## config.mk

```make
export PLATFORM = sky130hd
export DESIGN_NAME = idr_top
export DESIGN_NICKNAME = d
export VERILOG_FILES = /design/src/design/idr_top.v /design/src/design/idr_ram.v /design/src/design/idr_decode.v
export VERILOG_INCLUDE_DIRS = /design/src /design/src/design
export SDC_FILE = /design/constraint.sdc
export NUM_CORES = 2
export LEC_CHECK = 0
export ABC_AREA = 1
export BUFFER_PORTS_ARGS = -buffer_cell sky130_fd_sc_hd__buf_2
export CORE_MARGIN = 4
export CORE_UTILIZATION = 50
export CTS_BUF_LIST = sky130_fd_sc_hd__clkbuf_16
export CTS_CLUSTER_DIAMETER = 200
export DETAILED_ROUTE_END_ITERATION = 8
export GPL_ROUTABILITY_DRIVEN = 1
export MAX_ROUTING_LAYER = met4
export PLACE_DENSITY = 0.73
export SLEW_MARGIN = 10
export SYNTH_ARGS = -nofsm -noshare
export SYNTH_HDL_FRONTEND = slang
export SYNTH_SLANG_ARGS = --single-unit
```

## constraint.sdc

```tcl
create_clock -name i_clock -period 9.1 [get_ports i_clock]
set_clock_uncertainty 0.05 [all_clocks]
set_input_delay 1.82 -clock i_clock [delete_from_list [all_inputs] [get_ports i_clock]]
set_output_delay 1.82 -clock i_clock [all_outputs]
set_load 0.01 [all_outputs]
```

## src/design/idr_consts.vh

```
`ifndef IDR_CONSTS_VH
`define IDR_CONSTS_VH
// Memory size and address regions
`define IDR_RAM_BYTES      256
`define IDR_LOW_TOP        8'h7F
`define IDR_BANK_TOP       8'h1F
`define IDR_BIT_BASE       8'h20
`define IDR_BIT_BASE_HI    4'h2
// Field positions in the program status word
`define IDR_BANK_LO_POS    3
`define IDR_BANK_HI_POS    4
// Stack pointer reset value
`define IDR_SP_RESET       8'h07
// Access operation codes
`define IDR_OP_NONE        3'h0
`define IDR_OP_READ        3'h1
`define IDR_OP_WRITE       3'h2
`define IDR_OP_PUSH        3'h3
`define IDR_OP_POP         3'h4
// Addressing modes
`define IDR_MODE_DIRECT    2'h0
`define IDR_MODE_INDIRECT  2'h1
`define IDR_MODE_REGISTER  2'h2
`endif

```

## src/design/idr_top.v

```verilog
`default_nettype none
`include "idr_consts.vh"
module idr_top #(
  parameter DEPTH = `IDR_RAM_BYTES
) (
  input  wire       i_clock,
  input  wire       i_reset_n,
  input  wire [2:0] i_op,
  input  wire [1:0] i_mode,
  input  wire       i_bit_op,
  input  wire [7:0] i_addr,
  input  wire [2:0] i_reg_sel,
  input  wire       i_ptr_sel,
  input  wire [7:0] i_wdata,
  input  wire       i_bit_wdata,
  input  wire [7:0] i_program_status_word,
  input  wire       i_sp_load,
  input  wire [7:0] i_sp_wdata,
  output reg        o_ack,
  output reg  [7:0] o_rdata,
  output reg        o_bit_rdata,
  output reg        o_sfr_req,
  output reg        o_sfr_we,
  output reg  [7:0] o_sfr_addr,
  output reg  [7:0] o_sfr_wdata,
  output reg  [7:0] o_stack_pointer
);
  // Sequencer states, one-hot
  // One-hot, yet every state test here compares all five flops of the code
  localparam [4:0] ST_IDLE  = 5'b00001;  // Waiting for a request
  localparam [4:0] ST_PTR   = 5'b00010;  // Fetching the indirect pointer
  localparam [4:0] ST_RD    = 5'b00100;  // RAM read in flight
  localparam [4:0] ST_RMW   = 5'b01000;  // Bit write merge step
  localparam [4:0] ST_DONE  = 5'b10000;  // Present answer

  // Request copies, so later states do not depend on the core's lines
  reg [4:0] state_r;       // Current state
  reg [4:0] state_nxt;     // Next state
  reg [2:0] op_r;          // Latched operation
  reg       bit_r;         // Latched operand type
  reg [2:0] bpos_r;        // Latched bit position
  reg       bwd_r;         // Latched bit write value
  reg [7:0] wd_r;          // Latched byte write value
  reg [7:0] ea_r;          // Effective RAM address
  reg [7:0] sp_r;          // Stack pointer

  // Memory port signals
  reg        ram_we;
  reg  [7:0] ram_addr;
  reg  [7:0] ram_wd;
  wire [7:0] ram_rd;

  // Decoded locations
  wire [1:0] bank = {i_program_status_word[`IDR_BANK_HI_POS],
                     i_program_status_word[`IDR_BANK_LO_POS]};
  wire [7:0] reg_addr;
  wire [7:0] ptr_addr;
  wire [7:0] bit_byte;
  wire [2:0] bit_pos;

  // True when the bit operand lies in the bit space of RAM, not SFRs
  function is_ram_bit;
    input [7:0] a;
    begin
      is_ram_bit = (a <= `IDR_LOW_TOP);
    end
  endfunction

  // Location of the bank register and of the bit named on the request lines
  idr_decode u_reg_dec (
    .i_bank     (bank),
    .i_reg      (i_reg_sel),
    .i_bit_addr (i_addr[6:0]),
    .o_reg_addr (reg_addr),
    .o_bit_byte (bit_byte),
    .o_bit_pos  (bit_pos)
  );

  // Pointer is register zero or one of the active bank
  idr_decode u_ptr_dec (
    .i_bank     (bank),
    .i_reg      ({2'b00, i_ptr_sel}),
    .i_bit_addr (7'h00),
    .o_reg_addr (ptr_addr),
    .o_bit_byte (),
    .o_bit_pos  ()
  );

  // Byte memory; read data arrive one cycle after the address
  idr_ram #(
    .DEPTH (DEPTH),
    .AW    (8)
  ) u_ram (
    .i_clock (i_clock),
    .i_we    (ram_we),
    .i_addr  (ram_addr),
    .i_wdata (ram_wd),
    .o_rdata (ram_rd)
  );

  // Bit merge for read-modify-write: only the addressed lane takes the new
  // value, the other seven write back what the read returned
  wire [7:0] lane_sel = 8'h01 << bpos_r;  // One-hot lane of the latched bit
  wire [7:0] merged;                       // Byte written back in the merge step
  genvar     g;
  generate
    for (g = 0; g < 8; g = g + 1) begin : g_merge
      assign merged[g] = lane_sel[g] ? bwd_r : ram_rd[g];
    end
  endgenerate

  // Memory port steering and next state
  // The RAM address is steered in the same cycle as the state that needs it
  always @* begin
    state_nxt = state_r;
    ram_we    = 1'b0;
    ram_addr  = ea_r;
    ram_wd    = wd_r;
    case (state_r)
      ST_IDLE: begin
        // Push writes one above the pointer in the take cycle itself
        if (i_op == `IDR_OP_PUSH) begin
          ram_addr  = sp_r + 8'h01;
          ram_we    = 1'b1;
          ram_wd    = i_wdata;
          state_nxt = ST_DONE;
        end else if (i_op == `IDR_OP_POP) begin
          // Pop reads at the pointer; the byte comes back next cycle
          ram_addr  = sp_r;
          state_nxt = ST_RD;
        end else if (i_op == `IDR_OP_READ || i_op == `IDR_OP_WRITE) begin
          // Indirect: fetch the pointer register first, then the target
          if (i_mode == `IDR_MODE_INDIRECT) begin
            ram_addr  = ptr_addr;
            state_nxt = ST_PTR;
          end else if (i_bit_op) begin
            // Operand type, not address, picks bit handling
            if (is_ram_bit(i_addr)) begin
              ram_addr  = bit_byte;
              state_nxt = ST_RD;
            end else begin
              state_nxt = ST_DONE;
            end
          end else if (i_mode == `IDR_MODE_REGISTER) begin
            // Register of the active bank, byte access
            ram_addr = reg_addr;
            ram_we   = (i_op == `IDR_OP_WRITE);
            ram_wd   = i_wdata;
            state_nxt = (i_op == `IDR_OP_WRITE) ? ST_DONE : ST_RD;
          end else if (i_addr <= `IDR_LOW_TOP) begin
            // Direct byte in the lower half
            ram_addr = i_addr;
            ram_we   = (i_op == `IDR_OP_WRITE);
            ram_wd   = i_wdata;
            state_nxt = (i_op == `IDR_OP_WRITE) ? ST_DONE : ST_RD;
          end else begin
            // Direct above 0x7F never touches upper RAM
            state_nxt = ST_DONE;
          end
        end
      end
      ST_PTR: begin
        // Pointer byte now valid: any of 256 bytes is reachable
        ram_addr  = ram_rd;
        ram_we    = (op_r == `IDR_OP_WRITE);
        ram_wd    = wd_r;
        state_nxt = (op_r == `IDR_OP_WRITE) ? ST_DONE : ST_RD;
      end
      ST_RD: begin
        // A bit write goes on to the merge, everything else answers
        state_nxt = (bit_r && op_r == `IDR_OP_WRITE) ? ST_RMW : ST_DONE;
      end
      ST_RMW: begin
        ram_we    = 1'b1;
        ram_wd    = merged;
        state_nxt = ST_DONE;
      end
      ST_DONE: begin
        // Answer cycle, then back to idle
        state_nxt = ST_IDLE;
      end
      default: begin
        // Illegal code: recover to idle
        state_nxt = ST_IDLE;
      end
    endcase
  end

  // A request is taken only in idle; while busy the op lines are ignored
  wire take     = (state_r == ST_IDLE) && (i_op != `IDR_OP_NONE);
  // Read or write, byte or bit, on the request lines
  wire rw_op    = (i_op == `IDR_OP_READ) || (i_op == `IDR_OP_WRITE);
  // Direct byte above the lower half is an SFR cycle, never upper RAM
  wire sfr_byte = rw_op && (i_mode == `IDR_MODE_DIRECT) && !i_bit_op && (i_addr > `IDR_LOW_TOP);
  // Bit operand above 0x7F lies in SFR bit space; indirect ignores the bit flag
  wire sfr_bit  = rw_op && i_bit_op && (i_mode != `IDR_MODE_INDIRECT) && !is_ram_bit(i_addr);

  // Sequencer state and the request fields latched at the take edge
  always @(posedge i_clock or negedge i_reset_n) begin
    if (!i_reset_n) begin
      state_r <= ST_IDLE;
      op_r    <= `IDR_OP_NONE;
      bit_r   <= 1'b0;
      bpos_r  <= 3'h0;
      bwd_r   <= 1'b0;
      wd_r    <= 8'h00;
      ea_r    <= 8'h00;
    end else begin
      state_r <= state_nxt;
      if (take) begin
        // Later states work from these copies, so the core may move its lines
        op_r   <= i_op;
        bit_r  <= i_bit_op && i_mode != `IDR_MODE_INDIRECT;
        bpos_r <= bit_pos;
        bwd_r  <= i_bit_wdata;
        wd_r   <= i_wdata;
        ea_r   <= ram_addr;
      end else if (state_r == ST_PTR) begin
        // Pointer byte arrives from RAM and becomes the target address
        ea_r <= ram_rd;
      end
    end
  end

  // Stack pointer: steps on push and pop, loads from the core when idle
  always @(posedge i_clock or negedge i_reset_n) begin
    if (!i_reset_n) begin
      sp_r            <= `IDR_SP_RESET;
      o_stack_pointer <= `IDR_SP_RESET;
    end else if (state_r == ST_IDLE) begin
      if (i_op == `IDR_OP_PUSH) begin
        // Wraps from 0xFF to 0x00, so the whole memory can hold the stack
        sp_r            <= sp_r + 8'h01;
        o_stack_pointer <= sp_r + 8'h01;
      end else if (i_op == `IDR_OP_POP) begin
        sp_r            <= sp_r - 8'h01;
        o_stack_pointer <= sp_r - 8'h01;
      end else if (i_sp_load) begin
        // A load beside a push or pop is dropped; the core never asks for both
        sp_r            <= i_sp_wdata;
        o_stack_pointer <= i_sp_wdata;
      end
    end
  end

  // Special register cycle: one-cycle request with address and data beside it
  always @(posedge i_clock or negedge i_reset_n) begin
    if (!i_reset_n) begin
      o_sfr_req   <= 1'b0;
      o_sfr_we    <= 1'b0;
      o_sfr_addr  <= 8'h00;
      o_sfr_wdata <= 8'h00;
    end else begin
      o_sfr_req <= 1'b0;
      o_sfr_we  <= 1'b0;
      if (take && sfr_byte) begin
        o_sfr_req   <= 1'b1;
        o_sfr_we    <= (i_op == `IDR_OP_WRITE);
        o_sfr_addr  <= i_addr;
        o_sfr_wdata <= i_wdata;
      end else if (take && sfr_bit) begin
        // Bit cycle names the byte that holds the bit
        o_sfr_req   <= 1'b1;
        o_sfr_we    <= (i_op == `IDR_OP_WRITE);
        o_sfr_addr  <= {i_addr[7:3], 3'b000};
        o_sfr_wdata <= i_wdata;
      end
    end
  end

  // Answer side: read byte, selected bit and the completion pulse
  always @(posedge i_clock or negedge i_reset_n) begin
    if (!i_reset_n) begin
      o_ack       <= 1'b0;
      o_rdata     <= 8'h00;
      o_bit_rdata <= 1'b0;
    end else begin
      // Read data hold until the next RAM read or RAM bit write, so the core may pick them up late
      if (state_r == ST_RD) begin
        o_rdata     <= ram_rd;
        o_bit_rdata <= ram_rd[bpos_r];
      end
      o_ack <= (state_r == ST_DONE);
    end
  end
endmodule
`default_nettype wire

```

## src/design/idr_ram.v

```verilog
`default_nettype none
// Single-port byte memory, registered read data
module idr_ram #(
  parameter DEPTH = 256,
  parameter AW    = 8
) (
  input  wire          i_clock,
  input  wire          i_we,
  input  wire [AW-1:0] i_addr,
  input  wire [7:0]    i_wdata,
  output reg  [7:0]    o_rdata
);
  // Storage array; no reset so it maps onto a real RAM macro
  reg [7:0] mem [0:DEPTH-1];

  // Read-first: write into the array, read old contents out of a register
  always @(posedge i_clock) begin
    if (i_we) begin
      mem[i_addr] <= i_wdata;
    end
    o_rdata <= mem[i_addr];
  end
endmodule
`default_nettype wire

```

## src/design/idr_decode.v

```verilog
`default_nettype none
`include "idr_consts.vh"
// Pure address decode: bank register location and bit location
module idr_decode (
  input  wire [1:0] i_bank,
  input  wire [2:0] i_reg,
  input  wire [6:0] i_bit_addr,
  output wire [7:0] o_reg_addr,
  output wire [7:0] o_bit_byte,
  output wire [2:0] o_bit_pos
);
  // Register n of bank k sits at 8*k + n
  assign o_reg_addr = {3'b000, i_bank, i_reg};
  // Bits ascend: upper four bits pick byte 0x20..0x2F, low three pick the bit
  assign o_bit_byte = {`IDR_BIT_BASE_HI, i_bit_addr[6:3]};
  assign o_bit_pos  = i_bit_addr[2:0];
endmodule
`default_nettype wire

```

==> results.tsv <==
metric	value	unit
status	finished with violations	
violations	design-rule violations	
clk_pin_slew	0.06	ns
setup_violations	0	
setup_tns	0	ns
synth_top_area_share	67.6	%
dpl-instance-area	93300	um2
initial_utilization	50.3	%
num_vias	64200	
ys_warn_count	0	
critPathKind	primary input to flop	
htreeDepth	4	
pin_count	82	
coreArea	181000	um2
yosysMostFrequentCell	nand2_1	
tritoncts	yes	
grt_pass1_wl	363	mm
post_cts_buffers	0	
cap_violations	0	
fin_crit_sh	69.1	%
grt_max_degree	205	
dr.first_iter.drc_count	7804	
hold_viol	0	
post-route-min-period	6.29	ns
fin_nets	8957	
port_buffers	75	
rsz0062_at_grt	false	
drive_above_1_share	5.84	%
num-fill-cells	14900	
synthToLayoutAreaGrowth	9.41	%
grt_pass1_vias	60900	
cp_max_fo	163	
die_h	435	um
rows	156	
drcViolationCount	1	
syn_area	91000	um2
crit_arrival	6.71	ns
syn_inst	9053	
synth-edff-count	2048	
dp_hpwl	130	mm
crit_start	i_op[1]	
syn-num-nets	9101	
first_pass_iters	8	
post_drt_wl_per_cell	21.0	um
ctsResizeCount	0	
dieArea	189000	um2
cp.required	9.53	ns
die_w	435	um
slew_headroom	19.7	%
seq_area_frac_synth	69.6	%
clockBufferDepth	3	
gp_congestion	0.884	
ys_top_cells_by_count	nand2_1 (5072), edfxtp_1 (2048), nand3_1 (554), nor2_1 (377), clkbuf_1 (222)	
overflow	0	
synth_flop_cell	edfxtp_1	
critical_path.startpoint_type	primary input	
synthTopCellsByArea	edfxtp_1 (68%), nand2_1 (21%), nand3_1 (3.0%), dfrtp_1 (1.7%), nor2_1 (1.6%)	
finalCoreUtilization	55.1	%
ctsRootBufferMaster	clkbuf_16	
cts_num_sinks	2121	
r2r_start	state_r[0]	
viasPerCell	5.61	
track_usage	25.9	%
routed_wl	240	mm
max_freq	159	MHz
synth.distinct_cells	47	
drtAntennaViolNets	0	
end_kind	flop	
min_path_type	flop to flop	
whs	0.420	ns
ctsHoldBuffers	0	
synth_seq_cells	2121	
clk_latency	0.87	ns
regToRegSetupSlack	3.32	ns
avgSynthCellArea	10.0	um2
final_area	99500	um2
tightest_slew	1.20	ns
holdCritStartpoint	o_sfr_addr[7]	
numCtsBuffers	201	
yosys.area.top_type	edfxtp_1	
antenna_found_initial	6	
slew_violations	0	
synthArstFlopShare	3.06	%
==> layout make-up <==
type / count / area (um2) / area share [%]
Antenna cell: 3 / 7.51 / 0.00754
Sequential cell: 2121 / 63300 / 63.6
Timing Repair Buffer: 167 / 1390 / 1.40
Clock buffer: 208 / 5200 / 5.23
Clock inverter: 159 / 985 / 0.989
Tap cell: 2370 / 2970 / 2.98
Inverter: 85 / 337 / 0.338
Multi-Input combinational cell: 6333 / 25300 / 25.5
==> worst max-delay path: stages <==
cell and delay, ns:
buf_2 0.12, nor2_2 0.20, nand2_2 0.31, inv_1 0.45, a21oi_1 0.07, nand2_1 0.10, nand2_1 0.05, nand2_1 0.11
nand2_4 0.25, nand2_4 0.45, buf_12 0.58, nand2_1 0.14, inv_2 0.20, nand2_2 0.73, nor2_1 0.96
==> final timing paths <==
path / end / depth (start not counted)
worst min-delay path: o_sfr_addr[7] / 1
worst max-delay path: u_ram.mem[172][6] / 15
worst max register to register: u_ram.o_rdata[0] / 21
min in group asynchronous: sp_r[4] / 2
worst min register to register: o_sfr_addr[7] / 1
max in group asynchronous: ea_r[1] / 2
==> cells in the final DEF (no fill, tap or decap), types with 53 or more instances in the layout <==
master        n
buf_2        75
buf_4        66
o21ai_1      77
clkinv_1     53
o21ai_0     129
nand3_1     547
nor2_1      373
clkbuf_16   208
inv_1       114
edfxtp_1   2048
dfrtp_1      61
nand2_1    5053
==> flip-flops by register name, summed over array words and instances (netlist names), 3 cells and up <==
register,cells
u_ram.o_rdata,8
op_r,3
o_rdata,8
ea_r,8
bpos_r,3
u_ram.mem,2048
o_sfr_addr,8
sp_r,8
o_sfr_wdata,8
wd_r,8
state_r,5
==> metal layers <==
| metal | routed length (um) | up-vias | part of all wire, % | GRT usage, % |
|---|---|---|---|---|
| li1 | - | 29600 | - | - |
| met1 | 92400 | 30600 | 38 | 34.3 |
| met2 | 112000 | 3561 | 47 | 39.7 |
| met3 | 26100 | 545 | 11 | 4.80 |
| met4 | 10100 | 0 | 4.2 | 10.9 |
| met5 | 0 | - | 0 | - |
==> metrics by stage <==
stage / setup WS, ns / instances
2_1_floorplan: 1.39 / 9053
3_3_place_gp: 2.13 / 11100
3_5_place_dp: 2.05 / 11100
4_1_cts: 2.96 / 11400
5_1_grt: 2.75 / 11400
6_report: 2.81 / 11400
==> cell families (layout without fill, tap and decap cells) <==
logic type                 count (synthesis)  after routing  share of synthesized area, %
other                                      0              3                             0
and+or+nand+nor                         6059           6059                          25.9
DFF                                     2121           2121                          69.6
buffers and inverters                    599            619                          2.80
adders and majority gates                  2              2                        0.0275
xor gates and xnor gates                   1              1                       0.00963
AOI/OAI and AO/OA                        271            271                          1.63
Power is not shown: default switching activity piles up to over one toggle a cycle in this logic, so the estimate is an artifact.
